[config.mk]
export PLATFORM = sky130hd
export DESIGN_NAME = mff_top
export DESIGN_NICKNAME = d
export VERILOG_FILES = /design/src/pkg/mff_pkg.sv /design/src/design/mff_top.sv
export SDC_FILE = /design/constraint.sdc
export NUM_CORES = 1
export LEC_CHECK = 0
export BUFFER_PORTS_ARGS = -buffer_cell sky130_fd_sc_hd__buf_2
export CORE_MARGIN = 2
export CORE_UTILIZATION = 40
export DETAILED_ROUTE_END_ITERATION = 16
export SKIP_CTS_REPAIR_TIMING = 1
export SYNTH_ARGS = -nofsm -noshare
export SYNTH_HDL_FRONTEND = slang
export SYNTH_SLANG_ARGS = --single-unit
[constraint.sdc]
create_clock -name mclk -period 2.08 [get_ports mclk]
set_input_delay 0.312 -clock mclk [delete_from_list [all_inputs] [get_ports mclk]]
set_output_delay 0.312 -clock mclk [all_outputs]
set_load 0.02 [all_outputs]
[src/pkg/mff_pkg.sv]
// Function
// RULE_01 - Each returned feature bit is one when its subset is implemented and zero otherwise.
// RULE_02 - Leaf 0000_0001h gives SSE1/SSE2 in EDX 25/26 and SSE3/SSSE3/4.1/4.2 in ECX 0/9/19/20.
// RULE_03 - Leaf 8000_0001h reports the SSE4A subset in ECX bit 6.
// RULE_04 - AVX is ECX 28 and FMA ECX 12 of leaf 1; XOP is ECX 11 and FMA4 ECX 16 of 8000_0001h.
// RULE_05 - The x87 unit is reported in EDX bit 0 of both the standard and extended leaf.
// RULE_06 - Legacy state save and restore is reported in EDX bit 24 of both leaves.
// RULE_07 - Fast legacy state save and restore is reported in EDX bit 25 of leaf 8000_0001h.
// RULE_08 - Extended state save is ECX 26 of leaf 1; optimized save is EAX 0 of leaf 0Dh sub 01h.
// RULE_09 - An instruction of an unimplemented subset raises invalid-opcode instead of executing.
// RULE_10 - Legacy SIMD raises invalid-opcode when OS SIMD support is clear or emulation is set.
// RULE_11 - The feature bits are fixed per implementation and never change between queries.
package mff_pkg;

  // ----------------------------------------------------------------
  // Identification leaves and result bit positions
  // ----------------------------------------------------------------
  localparam logic [31:0] MFF_FN_STD = 32'h0000_0001;
  localparam logic [31:0] MFF_FN_EXT = 32'h8000_0001;
  localparam logic [31:0] MFF_FN_XST = 32'h0000_000d;
  localparam logic [31:0] MFF_XST_SUB_OPT = 32'h0000_0001;
  localparam int MFF_EDX_FLOAT = 0;
  localparam int MFF_EDX_LSAVE = 24;
  localparam int MFF_EDX_SSE1 = 25;
  localparam int MFF_EDX_SSE2 = 26;
  localparam int MFF_EDX_FAST = 25;
  localparam int MFF_ECX_SSE3 = 0;
  localparam int MFF_ECX_SSSE3 = 9;
  localparam int MFF_ECX_SSE41 = 19;
  localparam int MFF_ECX_SSE42 = 20;
  localparam int MFF_ECX_FMA = 12;
  localparam int MFF_ECX_XSTATE = 26;
  localparam int MFF_ECX_AVX = 28;
  localparam int MFF_ECX_SSE4A = 6;
  localparam int MFF_ECX_XOP = 11;
  localparam int MFF_ECX_FMA4 = 16;
  localparam int MFF_EAX_OPT = 0;

  // ----------------------------------------------------------------
  // Instruction subsets
  // ----------------------------------------------------------------
  typedef enum logic [3:0] {
    MFF_SUB_SSE1 = 4'h0, MFF_SUB_SSE2 = 4'h1, MFF_SUB_SSE3 = 4'h2, MFF_SUB_SSSE3 = 4'h3,
    MFF_SUB_SSE41 = 4'h4, MFF_SUB_SSE42 = 4'h5, MFF_SUB_SSE4A = 4'h6, MFF_SUB_AVX = 4'h7,
    MFF_SUB_FMA = 4'h8, MFF_SUB_XOP = 4'h9, MFF_SUB_FMA4 = 4'ha, MFF_SUB_X87 = 4'hb,
    MFF_SUB_LSAVE = 4'hc, MFF_SUB_FAST = 4'hd, MFF_SUB_XSTATE = 4'he, MFF_SUB_OPT = 4'hf
  } mff_subset_type;
  localparam logic [15:0] MFF_IMPL_DEFAULT = 16'hffff;

  // ----------------------------------------------------------------
  // Register map and fields
  // ----------------------------------------------------------------
  localparam logic [31:0] MFF_OFF_CTRL = 32'h0000_0000;
  localparam logic [31:0] MFF_OFF_FUNC = 32'h0000_0004;
  localparam logic [31:0] MFF_OFF_SUBFN = 32'h0000_0008;
  localparam logic [31:0] MFF_OFF_CMD = 32'h0000_000c;
  localparam logic [31:0] MFF_OFF_DECODE = 32'h0000_0010;
  localparam logic [31:0] MFF_OFF_EAX = 32'h0000_0014;
  localparam logic [31:0] MFF_OFF_ECX = 32'h0000_0018;
  localparam logic [31:0] MFF_OFF_EDX = 32'h0000_001c;
  localparam logic [31:0] MFF_OFF_STAT = 32'h0000_0020;
  localparam logic [31:0] MFF_OFF_MASK = 32'h0000_0024;
  localparam int MFF_CTRL_OS_SIMD = 0;
  localparam int MFF_CTRL_EMUL = 1;
  localparam int MFF_CMD_EXEC = 0;
  localparam int MFF_DEC_UD = 8;
  localparam int MFF_DEC_NM = 9;
  localparam int MFF_DEC_DONE = 10;
  localparam int MFF_STAT_IDENT = 0;
  localparam int MFF_STAT_UD = 1;
  localparam int MFF_STAT_NM = 2;
  localparam logic [1:0] MFF_RESP_OKAY = 2'h0;
  localparam logic [1:0] MFF_RESP_SLVERR = 2'h2;

  // ----------------------------------------------------------------
  // Carriers and state
  // ----------------------------------------------------------------
  typedef struct packed {
    logic awvalid; logic [31:0] awaddr; logic wvalid; logic [31:0] wdata; logic [3:0] wstrb;
    logic bready; logic arvalid; logic [31:0] araddr; logic rready;
  } mff_axil_req_type;
  typedef struct packed {
    logic awready; logic wready; logic bvalid; logic [1:0] bresp;
    logic arready; logic rvalid; logic [31:0] rdata; logic [1:0] rresp;
  } mff_axil_rsp_type;
  typedef struct packed {
    logic [31:0] eax; logic [31:0] ecx; logic [31:0] edx;
  } mff_ident_type;
  typedef struct packed {
    logic aw_have; logic [31:0] aw_addr; logic w_have; logic [31:0] w_data; logic [3:0] w_strb;
    mff_axil_rsp_type rsp; logic [1:0] ctrl; logic [31:0] func; logic [31:0] subfn;
    mff_ident_type res; logic [10:0] dec; logic [2:0] stat; logic [2:0] mask; logic irq;
  } mff_state_type;
  localparam mff_state_type MFF_STATE_RESET = '0;

endpackage

[src/design/mff_top.sv]
`timescale 1ns/10ps
module mff_top #(
  parameter logic [15:0] IMPL_SUBSETS = mff_pkg::MFF_IMPL_DEFAULT
) (
  input wire logic mclk,
  input wire logic rst,
  input wire mff_pkg::mff_axil_req_type axil_req,
  output mff_pkg::mff_axil_rsp_type axil_rsp,
  output logic irq
);

  // ----------------------------------------------------------------
  // Helpers
  // ----------------------------------------------------------------
  // Merges write data into a register under the byte strobes.
  function automatic logic [31:0] mff_merge(
    input logic [31:0] old_v,
    input logic [31:0] new_v,
    input logic [3:0] strb
  );
    logic [31:0] r;
    r = old_v;
    for (int i = 0; i < 4; i++) begin
      if (strb[i]) begin
        r[i*8 +: 8] = new_v[i*8 +: 8];
      end
    end
    return r;
  endfunction

  // Widens the byte strobes into a bit mask.
  function automatic logic [31:0] mff_lanes(input logic [3:0] strb);
    logic [31:0] r;
    r = '0;
    for (int i = 0; i < 4; i++) begin
      r[i*8 +: 8] = {8{strb[i]}};
    end
    return r;
  endfunction

  // ----------------------------------------------------------------
  // Identification helpers
  // ----------------------------------------------------------------
  // Builds the answer of the standard leaf.
  function automatic mff_pkg::mff_ident_type mff_leaf_std();
    mff_pkg::mff_ident_type r;
    r = '0;
    r.edx[mff_pkg::MFF_EDX_FLOAT] = IMPL_SUBSETS[mff_pkg::MFF_SUB_X87]; // RULE_05
    r.edx[mff_pkg::MFF_EDX_LSAVE] = IMPL_SUBSETS[mff_pkg::MFF_SUB_LSAVE]; // RULE_06
    r.edx[mff_pkg::MFF_EDX_SSE1] = IMPL_SUBSETS[mff_pkg::MFF_SUB_SSE1]; // RULE_02
    r.edx[mff_pkg::MFF_EDX_SSE2] = IMPL_SUBSETS[mff_pkg::MFF_SUB_SSE2]; // RULE_02
    r.ecx[mff_pkg::MFF_ECX_SSE3] = IMPL_SUBSETS[mff_pkg::MFF_SUB_SSE3]; // RULE_02
    r.ecx[mff_pkg::MFF_ECX_SSSE3] = IMPL_SUBSETS[mff_pkg::MFF_SUB_SSSE3]; // RULE_02
    r.ecx[mff_pkg::MFF_ECX_SSE41] = IMPL_SUBSETS[mff_pkg::MFF_SUB_SSE41]; // RULE_02
    r.ecx[mff_pkg::MFF_ECX_SSE42] = IMPL_SUBSETS[mff_pkg::MFF_SUB_SSE42]; // RULE_02
    r.ecx[mff_pkg::MFF_ECX_AVX] = IMPL_SUBSETS[mff_pkg::MFF_SUB_AVX]; // RULE_04
    r.ecx[mff_pkg::MFF_ECX_FMA] = IMPL_SUBSETS[mff_pkg::MFF_SUB_FMA]; // RULE_04
    r.ecx[mff_pkg::MFF_ECX_XSTATE] = IMPL_SUBSETS[mff_pkg::MFF_SUB_XSTATE]; // RULE_08
    return r;
  endfunction

  // Builds the answer of the extended leaf.
  function automatic mff_pkg::mff_ident_type mff_leaf_ext();
    mff_pkg::mff_ident_type r;
    r = '0;
    r.edx[mff_pkg::MFF_EDX_FLOAT] = IMPL_SUBSETS[mff_pkg::MFF_SUB_X87]; // RULE_05
    r.edx[mff_pkg::MFF_EDX_LSAVE] = IMPL_SUBSETS[mff_pkg::MFF_SUB_LSAVE]; // RULE_06
    r.edx[mff_pkg::MFF_EDX_FAST] = IMPL_SUBSETS[mff_pkg::MFF_SUB_FAST]; // RULE_07
    r.ecx[mff_pkg::MFF_ECX_SSE4A] = IMPL_SUBSETS[mff_pkg::MFF_SUB_SSE4A]; // RULE_03
    r.ecx[mff_pkg::MFF_ECX_XOP] = IMPL_SUBSETS[mff_pkg::MFF_SUB_XOP]; // RULE_04
    r.ecx[mff_pkg::MFF_ECX_FMA4] = IMPL_SUBSETS[mff_pkg::MFF_SUB_FMA4]; // RULE_04
    return r;
  endfunction

  // Builds the answer of the extended-state leaf for the optimized-save sub-function.
  function automatic mff_pkg::mff_ident_type mff_leaf_xst();
    mff_pkg::mff_ident_type r;
    r = '0;
    r.eax[mff_pkg::MFF_EAX_OPT] = IMPL_SUBSETS[mff_pkg::MFF_SUB_OPT]; // RULE_08
    return r;
  endfunction

  // ----------------------------------------------------------------
  // Fixed answers
  // ----------------------------------------------------------------
  // The answers hang only on the build parameter, so repeated queries of a leaf agree.
  localparam mff_pkg::mff_ident_type ANS_STD = mff_leaf_std(); // RULE_11
  localparam mff_pkg::mff_ident_type ANS_EXT = mff_leaf_ext(); // RULE_11
  localparam mff_pkg::mff_ident_type ANS_XST = mff_leaf_xst(); // RULE_11

  // Picks the fixed answer of one identification query.
  function automatic mff_pkg::mff_ident_type mff_ident(
    input logic [31:0] fn,
    input logic [31:0] sub
  );
    mff_pkg::mff_ident_type r;
    r = '0;
    if (fn == mff_pkg::MFF_FN_STD) begin
      r = ANS_STD;
    end else if (fn == mff_pkg::MFF_FN_EXT) begin
      r = ANS_EXT;
    end else if (fn == mff_pkg::MFF_FN_XST && sub == mff_pkg::MFF_XST_SUB_OPT) begin
      r = ANS_XST;
    end
    return r;
  endfunction

  // Tells whether a subset belongs to the legacy SIMD class.
  function automatic logic mff_is_legacy(input mff_pkg::mff_subset_type s);
    logic r;
    r = 1'b0;
    unique case (s)
      mff_pkg::MFF_SUB_SSE1, mff_pkg::MFF_SUB_SSE2, mff_pkg::MFF_SUB_SSE3,
      mff_pkg::MFF_SUB_SSSE3, mff_pkg::MFF_SUB_SSE41, mff_pkg::MFF_SUB_SSE42,
      mff_pkg::MFF_SUB_SSE4A: begin
        r = 1'b1;
      end
      mff_pkg::MFF_SUB_AVX, mff_pkg::MFF_SUB_FMA, mff_pkg::MFF_SUB_XOP,
      mff_pkg::MFF_SUB_FMA4, mff_pkg::MFF_SUB_X87, mff_pkg::MFF_SUB_LSAVE,
      mff_pkg::MFF_SUB_FAST, mff_pkg::MFF_SUB_XSTATE, mff_pkg::MFF_SUB_OPT: begin
        r = 1'b0;
      end
    endcase
    return r;
  endfunction

  // ----------------------------------------------------------------
  // Register helpers
  // ----------------------------------------------------------------
  // Returns the word that a read of one offset shows.
  function automatic logic [31:0] mff_read(
    input mff_pkg::mff_state_type s,
    input logic [31:0] addr
  );
    logic [31:0] r;
    r = '0;
    case (addr)
      mff_pkg::MFF_OFF_CTRL: begin
        r[1:0] = s.ctrl;
      end
      mff_pkg::MFF_OFF_FUNC: begin
        r = s.func;
      end
      mff_pkg::MFF_OFF_SUBFN: begin
        r = s.subfn;
      end
      mff_pkg::MFF_OFF_DECODE: begin
        r[10:0] = s.dec;
      end
      mff_pkg::MFF_OFF_EAX: begin
        r = s.res.eax;
      end
      mff_pkg::MFF_OFF_ECX: begin
        r = s.res.ecx;
      end
      mff_pkg::MFF_OFF_EDX: begin
        r = s.res.edx;
      end
      mff_pkg::MFF_OFF_STAT: begin
        r[2:0] = s.stat;
      end
      mff_pkg::MFF_OFF_MASK: begin
        r[2:0] = s.mask;
      end
      default: begin
        r = '0;
      end
    endcase
    return r;
  endfunction

  // Tells whether an offset is mapped.
  function automatic logic mff_mapped(input logic [31:0] addr);
    logic r;
    r = 1'b0;
    case (addr)
      mff_pkg::MFF_OFF_CTRL, mff_pkg::MFF_OFF_FUNC, mff_pkg::MFF_OFF_SUBFN,
      mff_pkg::MFF_OFF_CMD, mff_pkg::MFF_OFF_DECODE, mff_pkg::MFF_OFF_EAX,
      mff_pkg::MFF_OFF_ECX, mff_pkg::MFF_OFF_EDX, mff_pkg::MFF_OFF_STAT,
      mff_pkg::MFF_OFF_MASK: begin
        r = 1'b1;
      end
      default: begin
        r = 1'b0;
      end
    endcase
    return r;
  endfunction

  // ----------------------------------------------------------------
  // Decode helpers
  // ----------------------------------------------------------------
  // Picks the response code for an offset.
  function automatic logic [1:0] mff_resp(input logic [31:0] addr);
    logic [1:0] r;
    r = mff_pkg::MFF_RESP_SLVERR;
    if (mff_mapped(addr)) begin
      r = mff_pkg::MFF_RESP_OKAY;
    end
    return r;
  endfunction

  // Clears the status bits that a write marks with ones.
  function automatic logic [2:0] mff_clear(
    input logic [2:0] stat,
    input logic [31:0] data,
    input logic [3:0] strb
  );
    logic [31:0] lanes;
    lanes = mff_lanes(strb);
    return stat & ~(data[2:0] & lanes[2:0]);
  endfunction

  // Judges one executed instruction against the implemented subsets and the control bits.
  function automatic logic [10:0] mff_decode(
    input logic [3:0] code,
    input logic [1:0] ctrl
  );
    logic [10:0] r;
    logic ud;
    logic nm;
    mff_pkg::mff_subset_type sub;
    sub = mff_pkg::mff_subset_type'(code);
    ud = !IMPL_SUBSETS[sub]; // RULE_09
    if (mff_is_legacy(sub) && (!ctrl[mff_pkg::MFF_CTRL_OS_SIMD]
        || ctrl[mff_pkg::MFF_CTRL_EMUL])) begin
      ud = 1'b1; // RULE_10
    end
    nm = !ud && sub == mff_pkg::MFF_SUB_LSAVE && ctrl[mff_pkg::MFF_CTRL_EMUL];
    r = '0;
    r[3:0] = code;
    r[mff_pkg::MFF_DEC_UD] = ud; // RULE_09
    r[mff_pkg::MFF_DEC_NM] = nm;
    r[mff_pkg::MFF_DEC_DONE] = !ud && !nm;
    return r;
  endfunction

  // ----------------------------------------------------------------
  // State
  // ----------------------------------------------------------------
  mff_pkg::mff_state_type q;
  mff_pkg::mff_state_type d;

  // ----------------------------------------------------------------
  // Next state
  // ----------------------------------------------------------------
  always_comb begin
    logic [2:0] ev;
    logic do_write;
    logic [31:0] mrg;
    ev = '0;
    do_write = 1'b0;
    mrg = '0;
    d = q;

    // Retire answers that the master has taken.
    if (q.rsp.bvalid && axil_req.bready) begin
      d.rsp.bvalid = 1'b0;
    end
    if (q.rsp.rvalid && axil_req.rready) begin
      d.rsp.rvalid = 1'b0;
    end

    // Capture write address and data in either order.
    if (q.rsp.awready && axil_req.awvalid) begin
      d.aw_have = 1'b1;
      d.aw_addr = axil_req.awaddr;
    end
    if (q.rsp.wready && axil_req.wvalid) begin
      d.w_have = 1'b1;
      d.w_data = axil_req.wdata;
      d.w_strb = axil_req.wstrb;
    end

    // Perform a write once both halves are held.
    do_write = q.aw_have && q.w_have && !q.rsp.bvalid;
    if (do_write) begin
      d.aw_have = 1'b0;
      d.w_have = 1'b0;
      d.rsp.bvalid = 1'b1;
      d.rsp.bresp = mff_resp(q.aw_addr);
      case (q.aw_addr)
        mff_pkg::MFF_OFF_CTRL: begin
          mrg = mff_merge({30'h0, q.ctrl}, q.w_data, q.w_strb);
          d.ctrl = mrg[1:0];
        end
        mff_pkg::MFF_OFF_FUNC: begin
          d.func = mff_merge(q.func, q.w_data, q.w_strb);
        end
        mff_pkg::MFF_OFF_SUBFN: begin
          d.subfn = mff_merge(q.subfn, q.w_data, q.w_strb);
        end
        mff_pkg::MFF_OFF_CMD: begin
          if (q.w_strb[0] && q.w_data[mff_pkg::MFF_CMD_EXEC]) begin
            d.res = mff_ident(q.func, q.subfn); // RULE_01 RULE_11
            ev[mff_pkg::MFF_STAT_IDENT] = 1'b1;
          end
        end
        mff_pkg::MFF_OFF_DECODE: begin
          if (q.w_strb[0]) begin
            d.dec = mff_decode(q.w_data[3:0], q.ctrl); // RULE_09 RULE_10
            ev[mff_pkg::MFF_STAT_UD] = d.dec[mff_pkg::MFF_DEC_UD];
            ev[mff_pkg::MFF_STAT_NM] = d.dec[mff_pkg::MFF_DEC_NM];
          end
        end
        mff_pkg::MFF_OFF_STAT: begin
          d.stat = mff_clear(q.stat, q.w_data, q.w_strb);
        end
        mff_pkg::MFF_OFF_MASK: begin
          mrg = mff_merge({29'h0, q.mask}, q.w_data, q.w_strb);
          d.mask = mrg[2:0];
        end
        default: begin
          d.func = q.func;
        end
      endcase
    end

    // Serve a read in the cycle after its address is taken.
    if (q.rsp.arready && axil_req.arvalid) begin
      d.rsp.rvalid = 1'b1;
      d.rsp.rdata = mff_read(q, axil_req.araddr);
      d.rsp.rresp = mff_resp(axil_req.araddr);
    end

    // Events set after clears so that a set wins.
    d.stat = d.stat | ev;
    d.rsp.awready = !d.aw_have;
    d.rsp.wready = !d.w_have;
    d.rsp.arready = !d.rsp.rvalid;
    d.irq = |(d.stat & d.mask);
  end

  // ----------------------------------------------------------------
  // Registers
  // ----------------------------------------------------------------
  always_ff @(posedge mclk) begin
    if (rst) begin
      q <= mff_pkg::MFF_STATE_RESET;
    end else begin
      q <= d;
    end
  end

  assign axil_rsp = q.rsp;
  assign irq = q.irq;

endmodule

==> out/results.md, run 1 <==
| Quantity | Value |
| --- | --- |
| Post-route worst setup slack | -0.0148 ns |
| ANT cells | 0 |
| Post-layout utilization of the core | 0.501 |
| Starting density of the core | 0.409 |
| Wire length per cell after detailed routing | 17.5 µm |
| Die Height | 151 µm |
| Gr usage total | 0.210 |
| Synth area leaders | sky130_fd_sc_hd__dfxtp_1, sky130_fd_sc_hd__nand2_1, sky130_fd_sc_hd__a21oi_1 |
| Hold EP | q[276] |
| Final Max Tran Viols | 0 |
| Slew at the pin closest to its max-slew limit | 1.01 ns |
| Fmax achieved | 0.477 GHz |
| Number of global-route vias before repair | 7,140 |
| PortBufs | 146 |
| Worst Min Path Start | axil_req[90] |
| Worst min path class | in -> reg |
| Placeable core region | 21,000 µm² |
| Num rows | 53 |
| Final number of setup-violating endpoints | 5 |
| FFs w/ async S/R, synth | 0 |
| Failing checks | setup timing |
| FF+latch count, synth | 194 |
| Area share of the leading cell type in the synthesized netlist | 0.452 |
| DRT antenna net count | 0 |
| Maximum fanout encountered on the critical timing path | 8 |
| Antenna violations before repair | 0 |
| Total CTS buffers | 17 |
| Gp weighted congestion | 0.844 |
| Number of maximum-capacitance constraint violations | 0 |
| Synth Area per Inst | 8.11 µm² |
| Routed Wire Length | 25.6 mm |
| Summed instance area of the synthesized netlist | 8590 µm² |
| Global route overflow | 0 |
| Count of filler cells inserted in the layout | 2,111 |
| Area overhead of the layout relative to synthesis | 22.5% |
| Setup skew after layout | 0.0128 ns |
| Status | finished with violations |
| Static Leakage | 0.00381 µW |
| Share of post-route cells with drive strength above 1 | 0.250 |
| Element type at the critical path end | register |
| Global-route wire length before repair | 37.5 mm |
| Hold Path Depth | 3 |
| DRT iter0 DRCs | 682 |
| CTS tree | built |
| Vias/cell | 5.44 |
| Area of the die | 22,700 µm² |
| Hold Slack | 0.0965 ns |
| Count of flip-flops with a built-in enable after synthesis | 0 |
| Chip Width | 151 µm |
| Number of cells in the finished layout apart from fillers | 1,461 |
| Setup Slack @ Placement | -0.114 ns |
| Largest net degree at the start of global routing | 121 |
| Worst-case clock buffer depth | 2 |
| Boundary Pins | 149 |
| Clock-pin slew on the worst setup and hold paths | 0.08 ns |
| TritonRoute pass-1 iters | 8 |
| Total power divided by cell area | 761 nW/µm² |
| Worst-case headroom to the max-slew limit | 0.323 |
| Number of different library cells in the post-synthesis netlist | 56 |
| Buffer cell driving the clock tree root | sky130_fd_sc_hd__clkbuf_16 |
| DP HPWL | 17.2 mm |
| Worst-skew pair later-pin latency | 0.44 ns |
| Hold Violations, Final | 0 |
| FF/Latch Area | 3890 µm² |
| Warnings, synthesis | 0 |
| Total Nets Final | 1,280 |
| H-tree depth reported by CTS | 4 |
| Share of the yosys chip area belonging to registers | 0.452 |
| Worst vdd rail ir drop | 0.507 mV |
| Post-synth top area cell | sky130_fd_sc_hd__dfxtp_1 |
| Critical register-to-register path endpoint | q[117] |
| Ys flop type | sky130_fd_sc_hd__dfxtp_1 |
| Final std cell area, no fill | 10,500 µm² |
| Number of placed instances, taps included | 1,413 |
| Total area of multi-input combinational cells | 4240 µm² |
| Startpoint class of the critical path | register |
| Post-route DRC violation count | 0 |
| Fin crit share | 1.01 |
| RSZ-0062 raised after global routing | yes |
| Data required time of the critical path | 2.44 ns |
| Reg2reg setup slack | -0.01 ns |
| Post-Place Cell Area | 9510 µm² |
| Number of clock sinks | 194 |
| Via Count | 7,945 |
| Worst Path Class, Setup | reg -> reg |
| Startpoint of the worst-slack reg-to-reg timing path | q[272] |
| Worst EP arrival | 2.45 ns |
| Synthesized netlist cell count | 1,060 |
| Number of cells on the worst reg-to-reg path | 9 |
| Post-layout min period | 2.09 ns |
==> registers in the layout, indices dropped and copies added, names as in the netlist, named ones only <==
| register | flops |
|---|---|
| axil_rsp | 39 |
| irq | 1 |
| q | 153 |
==> layout make-up <==
class / instances / share of cell area
Clock buffer: 17 / 0.0404
Clock inverter: 15 / 0.0178
Inverter: 23 / 0.00821
Multi-Input combinational cell: 730 / 0.403
Sequential cell: 194 / 0.370
Tap cell: 275 / 0.0327
Timing Repair Buffer: 207 / 0.128
==> synthesized netlist by cell type, types with 2 or more instances <==
cell	number
sky130_fd_sc_hd__a221oi_1	12
sky130_fd_sc_hd__nor3_1	10
sky130_fd_sc_hd__nand4_1	17
sky130_fd_sc_hd__a22oi_1	11
sky130_fd_sc_hd__buf_4	42
sky130_fd_sc_hd__clkbuf_1	61
sky130_fd_sc_hd__dfxtp_1	194
sky130_fd_sc_hd__nor4b_1	2
sky130_fd_sc_hd__a22o_1	3
sky130_fd_sc_hd__nor2_1	41
sky130_fd_sc_hd__nand2_1	199
sky130_fd_sc_hd__o21a_1	2
sky130_fd_sc_hd__mux2i_1	25
sky130_fd_sc_hd__a32oi_1	3
sky130_fd_sc_hd__a31oi_1	2
sky130_fd_sc_hd__nor4_2	7
sky130_fd_sc_hd__a21boi_0	13
sky130_fd_sc_hd__nor2b_1	8
sky130_fd_sc_hd__nor4_4	6
sky130_fd_sc_hd__or4_4	2
sky130_fd_sc_hd__nand3b_1	6
sky130_fd_sc_hd__and2_1	5
sky130_fd_sc_hd__buf_1	4
sky130_fd_sc_hd__or4_1	5
sky130_fd_sc_hd__a21o_1	3
sky130_fd_sc_hd__inv_1	23
sky130_fd_sc_hd__nand3_1	71
sky130_fd_sc_hd__nand2b_1	4
sky130_fd_sc_hd__o21ai_1	8
sky130_fd_sc_hd__o221ai_1	2
sky130_fd_sc_hd__o211ai_1	7
sky130_fd_sc_hd__o21ai_0	66
sky130_fd_sc_hd__nand4b_1	4
sky130_fd_sc_hd__buf_2	9
sky130_fd_sc_hd__and3_1	2
sky130_fd_sc_hd__a21oi_1	136
sky130_fd_sc_hd__nor4_1	24
sky130_fd_sc_hd__a211oi_1	3
==> critical path: stages (launching register included) <==
cell and delay (ns):
sky130_fd_sc_hd__dfxtp_2 0.34, sky130_fd_sc_hd__nor4_4 0.33, sky130_fd_sc_hd__nand4_4 0.19, sky130_fd_sc_hd__buf_6 0.17
sky130_fd_sc_hd__buf_6 0.12, sky130_fd_sc_hd__nor4_4 0.28, sky130_fd_sc_hd__buf_6 0.19, sky130_fd_sc_hd__clkbuf_16 0.18
sky130_fd_sc_hd__nand3_2 0.07, sky130_fd_sc_hd__a21oi_1 0.14
==> layer usage <==
layer | routed length (µm) | part of all wire | vias to the layer above | track usage
met1 | 12000 | 0.47 | 3708 | 0.304
met2 | 11500 | 0.45 | 269 | 0.324
met5 | 0 | 0 | - | 0
met3 | 1630 | 0.064 | 28 | 0.0339
met4 | 446 | 0.017 | 0 | 0.0552
li1 | - | - | 3940 | -
==> per-stage QoR <==
stage          total power (µW)  setup TNS [ns]
2_1_floorplan              4300               0
3_3_place_gp               4550          -0.245
3_5_place_dp               4560          -0.736
4_1_cts                    7920          -0.477
5_1_grt                    8280           -2.69
6_report                   8010         -0.0580
==> placed cells by master, fill, tap and decap left out, types with 23 or more instances in the layout <==
cell type / count
sky130_fd_sc_hd__nand2_1: 198
sky130_fd_sc_hd__dfxtp_1: 189
sky130_fd_sc_hd__o21ai_0: 56
sky130_fd_sc_hd__buf_2: 145
sky130_fd_sc_hd__mux2i_1: 25
sky130_fd_sc_hd__nor4_1: 23
sky130_fd_sc_hd__inv_1: 23
sky130_fd_sc_hd__nand3_1: 63
sky130_fd_sc_hd__buf_4: 44
sky130_fd_sc_hd__a21oi_1: 126
sky130_fd_sc_hd__nor2_1: 41
==> worst max path at each step <==
stage               slack [ns]  cells past startpoint      endpoint          from
finish                   -0.01                      9        q[117]        q[272]
detailed placement       -0.11                      7  axil_rsp[33]  axil_req[15]
global route              -0.1                      7           irq        q[272]
global placement         -0.04                      7  axil_rsp[29]  axil_req[20]
CTS                      -0.06                      5        q[116]        q[275]
floorplan                 0.11                      6           irq        q[286]
==> kinds of logic after synthesis <==
family          after synthesis  synth area share
flops                       194             0.452
mux                          27            0.0331
compound gates              276             0.183
simple gates                421             0.249
xor+xnor                      1           0.00102
other cells                   1          0.000436
buf+inv                     140            0.0817
==> power by group <==
group	leakage [µW]	internal, µW	switching (µW)
clock network	0.000298	1840	1570
registers	0.00157	3790	74.2
logic	0.00194	306	431
(Power assumes the default switching activity.)
==> inputs of run 2 (changes only) <==
--- a/config.mk
+++ b/config.mk
@@ -6,6 +6,7 @@
 export NUM_CORES = 1
 export LEC_CHECK = 0
 export BUFFER_PORTS_ARGS = -buffer_cell sky130_fd_sc_hd__buf_2
+export CAP_MARGIN = 20
 export CORE_MARGIN = 2
 export CORE_UTILIZATION = 40
 export DETAILED_ROUTE_END_ITERATION = 16
==> constraint.sdc (replaced) <==
create_clock -name mclk -period 2 [get_ports mclk]
set_input_delay 0.3 -clock mclk [delete_from_list [all_inputs] [get_ports mclk]]
set_output_delay 0.3 -clock mclk [all_outputs]
set_load 0.02 [all_outputs]
==> run 2 against run 1 <==
The run still ends with setup timing left. Die area unchanged. Register-to-register slack got worse by 0.10 ns. Final cell count grew 0.34%. Final area up 0.87%. Combinational power barely moved. Clock-buffer cell count is the same. Sequential cell count did not move. Power grew 3.0%. Wire length grew 3.2%. First-iteration DRC count shrank 5.9%. Utilization is 0.43 points higher.
==> out/results.md, run 2 (synthesis results as in run 1) <==
| Quantity | Value | Delta |
| --- | --- | --- |
| Worst min path class | in -> reg |  |
| FF/Latch Area | 3890 µm² | unchanged |
| Routed Wire Length | 26.4 mm | +3.2% |
| Post-route DRC violation count | 0 | unchanged |
| Count of filler cells inserted in the layout | 2,094 | -0.81% |
| Startpoint class of the critical path | register |  |
| Area of the die | 22,700 µm² | unchanged |
| PortBufs | 146 | unchanged |
| Buffer cell driving the clock tree root | sky130_fd_sc_hd__clkbuf_16 |  |
| Total Nets Final | 1,285 | +0.39% |
| Total power divided by cell area | 777 nW/µm² | +2.1% |
| Fmax achieved | 0.472 GHz | -1.1% |
| Slew at the pin closest to its max-slew limit | 1.04 ns | +0.0316 ns |
| Failing checks | setup timing |  |
| ANT cells | 0 | unchanged |
| Final Max Tran Viols | 0 | unchanged |
| Maximum fanout encountered on the critical timing path | 8 | unchanged |
| Largest net degree at the start of global routing | 164 | +36% |
| Worst-case clock buffer depth | 2 | unchanged |
| Element type at the critical path end | register |  |
| Largest Register | q |  |
| Starting density of the core | 0.409 | unchanged |
| Leading cell type in the layout, fill and taps excluded | sky130_fd_sc_hd__nand2_1 |  |
| Static Leakage | 0.00385 µW | +0.95% |
| DRT iter0 DRCs | 642 | -5.9% |
| Worst-skew pair later-pin latency | 0.44 ns | about the same |
| Post-layout min period | 2.12 ns | +0.0233 ns |
| Num rows | 53 | unchanged |
| Worst EP arrival | 2.42 ns | -0.03 ns |
| Number of maximum-capacitance constraint violations | 0 | unchanged |
| Hold Violations, Final | 0 | unchanged |
| CTS tree | built |  |
| RSZ-0062 raised after global routing | yes |  |
| Final Total Pwr | 8250 µW | +3.0% |
| Busiest metal layer after global routing | met2 |  |
| Worst Path Class, Setup | reg -> reg |  |
| Setup Slack @ Placement | -0.129 ns | -0.0156 ns |
| Status | finished with violations |  |
| Number of clock sinks | 194 | unchanged |
| Global routing met2 resource utilization | 0.328 | +0.00432 |
| Reg2reg setup slack | -0.12 ns | -0.10 ns |
| Data required time of the critical path | 2.30 ns | -0.14 ns |
| Worst vdd rail ir drop | 0.573 mV | +13% |
| DRT antenna net count | 0 | unchanged |
| Placeable core region | 21,000 µm² | unchanged |
| Startpoint of the worst-slack reg-to-reg timing path | q[280] |  |
| Total area of multi-input combinational cells | 4330 µm² | +1.9% |
| Post-layout utilization of the core | 0.505 | +0.00435 |
| Boundary Pins | 149 | unchanged |
| Share of post-route cells with drive strength above 1 | 0.264 | +0.0149 |
| Met3 demand-to-capacity share in global routing | 0.0297 | -0.00424 |
| Worst setup path start | q[280] |  |
| Fin crit share | 1.06 | +0.0519 |
| Global-route wire length before repair | 38.2 mm | +1.9% |
| Area overhead of the layout relative to synthesis | 23.5% |  |
| Chip Width | 151 µm | unchanged |
| DP HPWL | 17.2 mm | -0.30% |
| Wire length per cell after detailed routing | 18.0 µm | +2.8% |
| Number of placed instances, taps included | 1,418 | +0.35% |
| Total CTS buffers | 17 | unchanged |
| Critical register-to-register path endpoint | q[132] |  |
| Flip-flop count of the largest register after layout | 153 | unchanged |
| Die Height | 151 µm | unchanged |
| H-tree depth reported by CTS | 4 | unchanged |
| Post-route worst setup slack | -0.118 ns | -0.103 ns |
| Number of global-route vias before repair | 7,154 | +0.20% |
| Clock-pin slew on the worst setup and hold paths | 0.08 ns | about the same |
| TritonRoute pass-1 iters | 5 | -3 |
| Critical Path End | q[132] |  |
| Antenna violations before repair | 0 | unchanged |
| Gp weighted congestion | 0.823 | -2.5% |
| Global route overflow | 0 | unchanged |
| Gr usage total | 0.215 | +0.00539 |
| Vias/cell | 5.48 | +0.81% |
| Setup skew after layout | 0.0150 ns | +0.00212 ns |
| Most frequent cells in the layout | sky130_fd_sc_hd__nand2_1, sky130_fd_sc_hd__dfxtp_1, sky130_fd_sc_hd__buf_2, sky130_fd_sc_hd__a21oi_1, sky130_fd_sc_hd__nand3_1 |  |
| Via Count | 8,037 | +1.2% |
| Number of cells in the finished layout apart from fillers | 1,466 | +0.34% |
| Worst-case headroom to the max-slew limit | 0.302 | -0.0211 |
| Hold Slack | 0.0867 ns | -0.00981 ns |
| Number of cells on the worst reg-to-reg path | 6 | -3 |
| Final number of setup-violating endpoints | 71 | +66 |
| Global routing usage on met1 | 0.314 | +0.0104 |
-- run 2: power breakdown --
| part | switching (µW) | leakage [µW] | internal [µW] | total (µW) |
|---|---|---|---|---|
| Clock | 1690 | 0.000300 | 1810 | 3500 |
| Sequential | 75.3 | 0.00157 | 3940 | 4020 |
| Combinational | 450 | 0.00197 | 284 | 734 |
| Total | 2210 | 0.00385 | 6040 | 8250 |
-- run 2: routing by layer --
metal | part of all wire | vias to the layer above
met3 | 0.072 | 44
li1 | - | 3952
met4 | 0.024 | 0
met1 | 0.46 | 3757
met5 | 0 | -
met2 | 0.44 | 284
-- run 2: stage by stage --
step,setup TNS [ns],instance area (µm²)
2_1_floorplan,0,8600
3_3_place_gp,-4.22,9550
3_5_place_dp,-5.86,9550
4_1_cts,-6.21,10200
5_1_grt,-8.67,10600
6_report,-3.39,10600
-- run 2: worst min-delay path by stage --
stage | start | end | slack (ns) | depth (start not counted)
after floorplan | axil_rsp[26] | axil_rsp[26] | 0.43 | 2
after global placement | axil_rsp[30] | axil_rsp[30] | 0.44 | 2
after detailed placement | axil_rsp[27] | axil_rsp[27] | 0.44 | 2
after CTS | axil_req[89] | q[275] | 0.07 | 3
after global routing | axil_req[63] | q[249] | 0.09 | 3
final | axil_req[89] | q[275] | 0.09 | 3
-- run 2: layout make-up --
cell class,instances,area share
Inverter,23,0.00813
Tap cell,275,0.0324
Timing Repair Buffer,210,0.128
Clock inverter,15,0.0172
Clock buffer,17,0.0401
Multi-Input combinational cell,732,0.408
Sequential cell,194,0.367
-- run 2: critical path, stage by stage (launching register included) --
cell and delay [ns]:
sky130_fd_sc_hd__dfxtp_2 0.34, sky130_fd_sc_hd__nor4_4 0.33, sky130_fd_sc_hd__buf_4 0.20, sky130_fd_sc_hd__nand4_4 0.15, sky130_fd_sc_hd__or4_4 0.69, sky130_fd_sc_hd__o21ai_2 0.19
sky130_fd_sc_hd__a21oi_2 0.06
==> inputs of run 3 (changes only) <==
--- a/config.mk
+++ b/config.mk
@@ -8,7 +8,7 @@
 export BUFFER_PORTS_ARGS = -buffer_cell sky130_fd_sc_hd__buf_2
 export CAP_MARGIN = 20
 export CORE_MARGIN = 2
-export CORE_UTILIZATION = 40
+export CORE_UTILIZATION = 25
 export DETAILED_ROUTE_END_ITERATION = 16
 export SKIP_CTS_REPAIR_TIMING = 1
 export SYNTH_ARGS = -nofsm -noshare
==> run 3 against run 2 <==
The run still ends with setup timing left. Final area increased by 1.3%. Non-clock buffer count increased by 3. Largest power group unchanged. Setup slack got worse by 0.039 ns. Via count increased by 1.1%. Final cell count increased by 12%. Clock-buffer cell count increased by 1. Utilization decreased by 19 points. Critical path depth increased by 1. Global-route usage decreased by 7.1 points. Register-to-register slack got worse by 0.04 ns. Fmax decreased by 1.8%.
==> out/results.md, run 3 (synthesis results as in run 1) <==
| Quantity | Value | Delta |
| --- | --- | --- |
| Num rows | 67 | +26% |
| CTS tree | built |  |
| Number of maximum-capacitance constraint violations | 0 | unchanged |
| Area overhead of the layout relative to synthesis | 25.1% |  |
| Share of post-route cells with drive strength above 1 | 0.260 | -0.00401 |
| Worst min path class | in -> reg |  |
| Fin crit share | 1.08 | +0.0194 |
| Flip-flop count of the largest register after layout | 153 | unchanged |
| Post-layout utilization of the core | 0.319 | -0.186 |
| Gr usage total | 0.144 | -0.0712 |
| Fmax achieved | 0.464 GHz | -1.8% |
| Data required time of the critical path | 2.30 ns | about the same |
| Total area of multi-input combinational cells | 4270 µm² | -1.3% |
| Clock-pin slew on the worst setup and hold paths | 0.08 ns | about the same |
| Worst vdd rail ir drop | 0.571 mV | -0.29% |
| Largest Register | q |  |
| Post-route DRC violation count | 0 | unchanged |
| Number of global-route vias before repair | 7,453 | +4.2% |
| Element type at the critical path end | register |  |
| Total CTS buffers | 17 | unchanged |
| Most frequent cells in the layout | sky130_fd_sc_hd__nand2_1, sky130_fd_sc_hd__dfxtp_1, sky130_fd_sc_hd__buf_2, sky130_fd_sc_hd__a21oi_1, sky130_fd_sc_hd__nand3_1 |  |
| Total power divided by cell area | 755 nW/µm² | -2.8% |
| H-tree depth reported by CTS | 4 | unchanged |
| Post-route worst setup slack | -0.157 ns | -0.0389 ns |
| Failing checks | setup timing |  |
| Critical Path End | q[124] |  |
| ANT cells | 0 | unchanged |
| Routed Wire Length | 28.1 mm | +6.6% |
| DRT antenna net count | 0 | unchanged |
| Startpoint of the worst-slack reg-to-reg timing path | q[272] |  |
| Worst-case headroom to the max-slew limit | 0.272 | -0.0302 |
| Die Height | 189 µm | +26% |
| Post-Place Cell Area | 9770 µm² | +2.3% |
| Placeable core region | 33,700 µm² | +60% |
| Post-Route Setup TNS | -5.06 ns | -1.67 ns |
| TritonRoute pass-1 iters | 5 | unchanged |
| Final std cell area, no fill | 10,700 µm² | +1.3% |
| Total Nets Final | 1,288 | +0.23% |
| Static Leakage | 0.00385 µW | about the same |
| Post-layout min period | 2.16 ns | +0.0389 ns |
| Reg2reg setup slack | -0.16 ns | -0.04 ns |
| Antenna violations before repair | 1 | +1 |
| Setup skew after layout | 0.0206 ns | +0.00565 ns |
| Number of cells on the worst reg-to-reg path | 7 | +1 |
| Area of the die | 35,900 µm² | +58% |
| Maximum fanout encountered on the critical timing path | 8 | unchanged |
| PortBufs | 146 | unchanged |
| FF/Latch Area | 3890 µm² | about the same |
| Buffer cell driving the clock tree root | sky130_fd_sc_hd__clkbuf_16 |  |
| RSZ-0062 raised after global routing | yes |  |
| Worst-case clock buffer depth | 2 | unchanged |
| Wire length per cell after detailed routing | 17.1 µm | -4.9% |
| Hold Violations, Final | 0 | unchanged |
| DRT iter0 DRCs | 662 | +3.1% |
| Startpoint class of the critical path | register |  |
| DP HPWL | 19.5 mm | +13% |
| Boundary Pins | 149 | unchanged |
| Slew at the pin closest to its max-slew limit | 1.09 ns | +0.0451 ns |
| Global-route wire length before repair | 40.9 mm | +7.0% |
| Worst Path Class, Setup | reg -> reg |  |
| Starting density of the core | 0.255 | -0.154 |
| Chip Width | 189 µm | +26% |
| Final Max Tran Viols | 0 | unchanged |
| Vias/cell | 4.95 | -9.7% |
| Worst setup path start | q[272] |  |
| Via Count | 8,128 | +1.1% |
| Final number of setup-violating endpoints | 60 | -15% |
| Worst-skew pair later-pin latency | 0.44 ns | about the same |
| Largest net degree at the start of global routing | 121 | -26% |
| Gp weighted congestion | 0.808 | -1.8% |
| Number of clock sinks | 194 | unchanged |
| Leading cell type in the layout, fill and taps excluded | sky130_fd_sc_hd__nand2_1 |  |
| Count of filler cells inserted in the layout | 3,594 | +72% |
| Global route overflow | 0 | unchanged |
| Critical register-to-register path endpoint | q[124] |  |
| Worst EP arrival | 2.45 ns | +0.03 ns |
| Status | finished with violations |  |
## run 3: metrics by stage
stage	setup slack [ns]	power [µW]	instances	hold slack, ns
after floorplan	0.0262	4470	1061	0.426
after global placement	-0.175	4750	1592	0.436
after detailed placement	-0.189	4760	1592	0.438
after CTS	-0.150	8070	1624	0.0746
after global routing	-0.262	8420	1642	0.0792
final	-0.157	8120	1642	0.0815
## run 3: layer usage
metal / GRT usage / vias to the layer above / routed length (µm)
met2: 0.221 / 284 / 12600
met4: 0.0468 / 2 / 810
met5: 0 / - / 13
met1: 0.200 / 3832 / 12800
li1: - / 3950 / -
met3: 0.0319 / 60 / 1880
## run 3: report_power, final
part | switching [µW] | total (µW) | internal, µW | leakage, µW
clock | 1670 | 3340 | 1670 | 0.000284
combinational | 462 | 767 | 305 | 0.00199
sequential | 73.5 | 4010 | 3940 | 0.00157
total | 2210 | 8120 | 5910 | 0.00385
## run 3: critical path: stages, from the launching register on
cell and delay, ns:
sky130_fd_sc_hd__dfxtp_2 0.34, sky130_fd_sc_hd__nor4_4 0.27, sky130_fd_sc_hd__nand4_2 0.21, sky130_fd_sc_hd__buf_6 0.19, sky130_fd_sc_hd__buf_6 0.12, sky130_fd_sc_hd__or4_4 0.63
sky130_fd_sc_hd__o21ai_1 0.17, sky130_fd_sc_hd__a21oi_1 0.07
## run 3: cell type report
| cell class | count | share of cell area |
|---|---|---|
| clock inverter | 14 | 0.0135 |
| timing repair buffer | 213 | 0.127 |
| tap | 448 | 0.0522 |
| multi-input combinational | 732 | 0.397 |
| clock buffer | 18 | 0.0399 |
| inverter | 23 | 0.00803 |
| sequential | 194 | 0.362 |
## run 3: worst min-delay path by stage
stage | start | to | slack [ns] | cells after the start
finish | axil_req[101] | q[287] | 0.08 | 3
global route | axil_req[92] | q[278] | 0.08 | 3
CTS | axil_req[89] | q[275] | 0.07 | 3
detailed placement | axil_rsp[28] | axil_rsp[28] | 0.44 | 2
global placement | axil_rsp[26] | axil_rsp[26] | 0.44 | 2
floorplan | axil_rsp[26] | axil_rsp[26] | 0.43 | 2
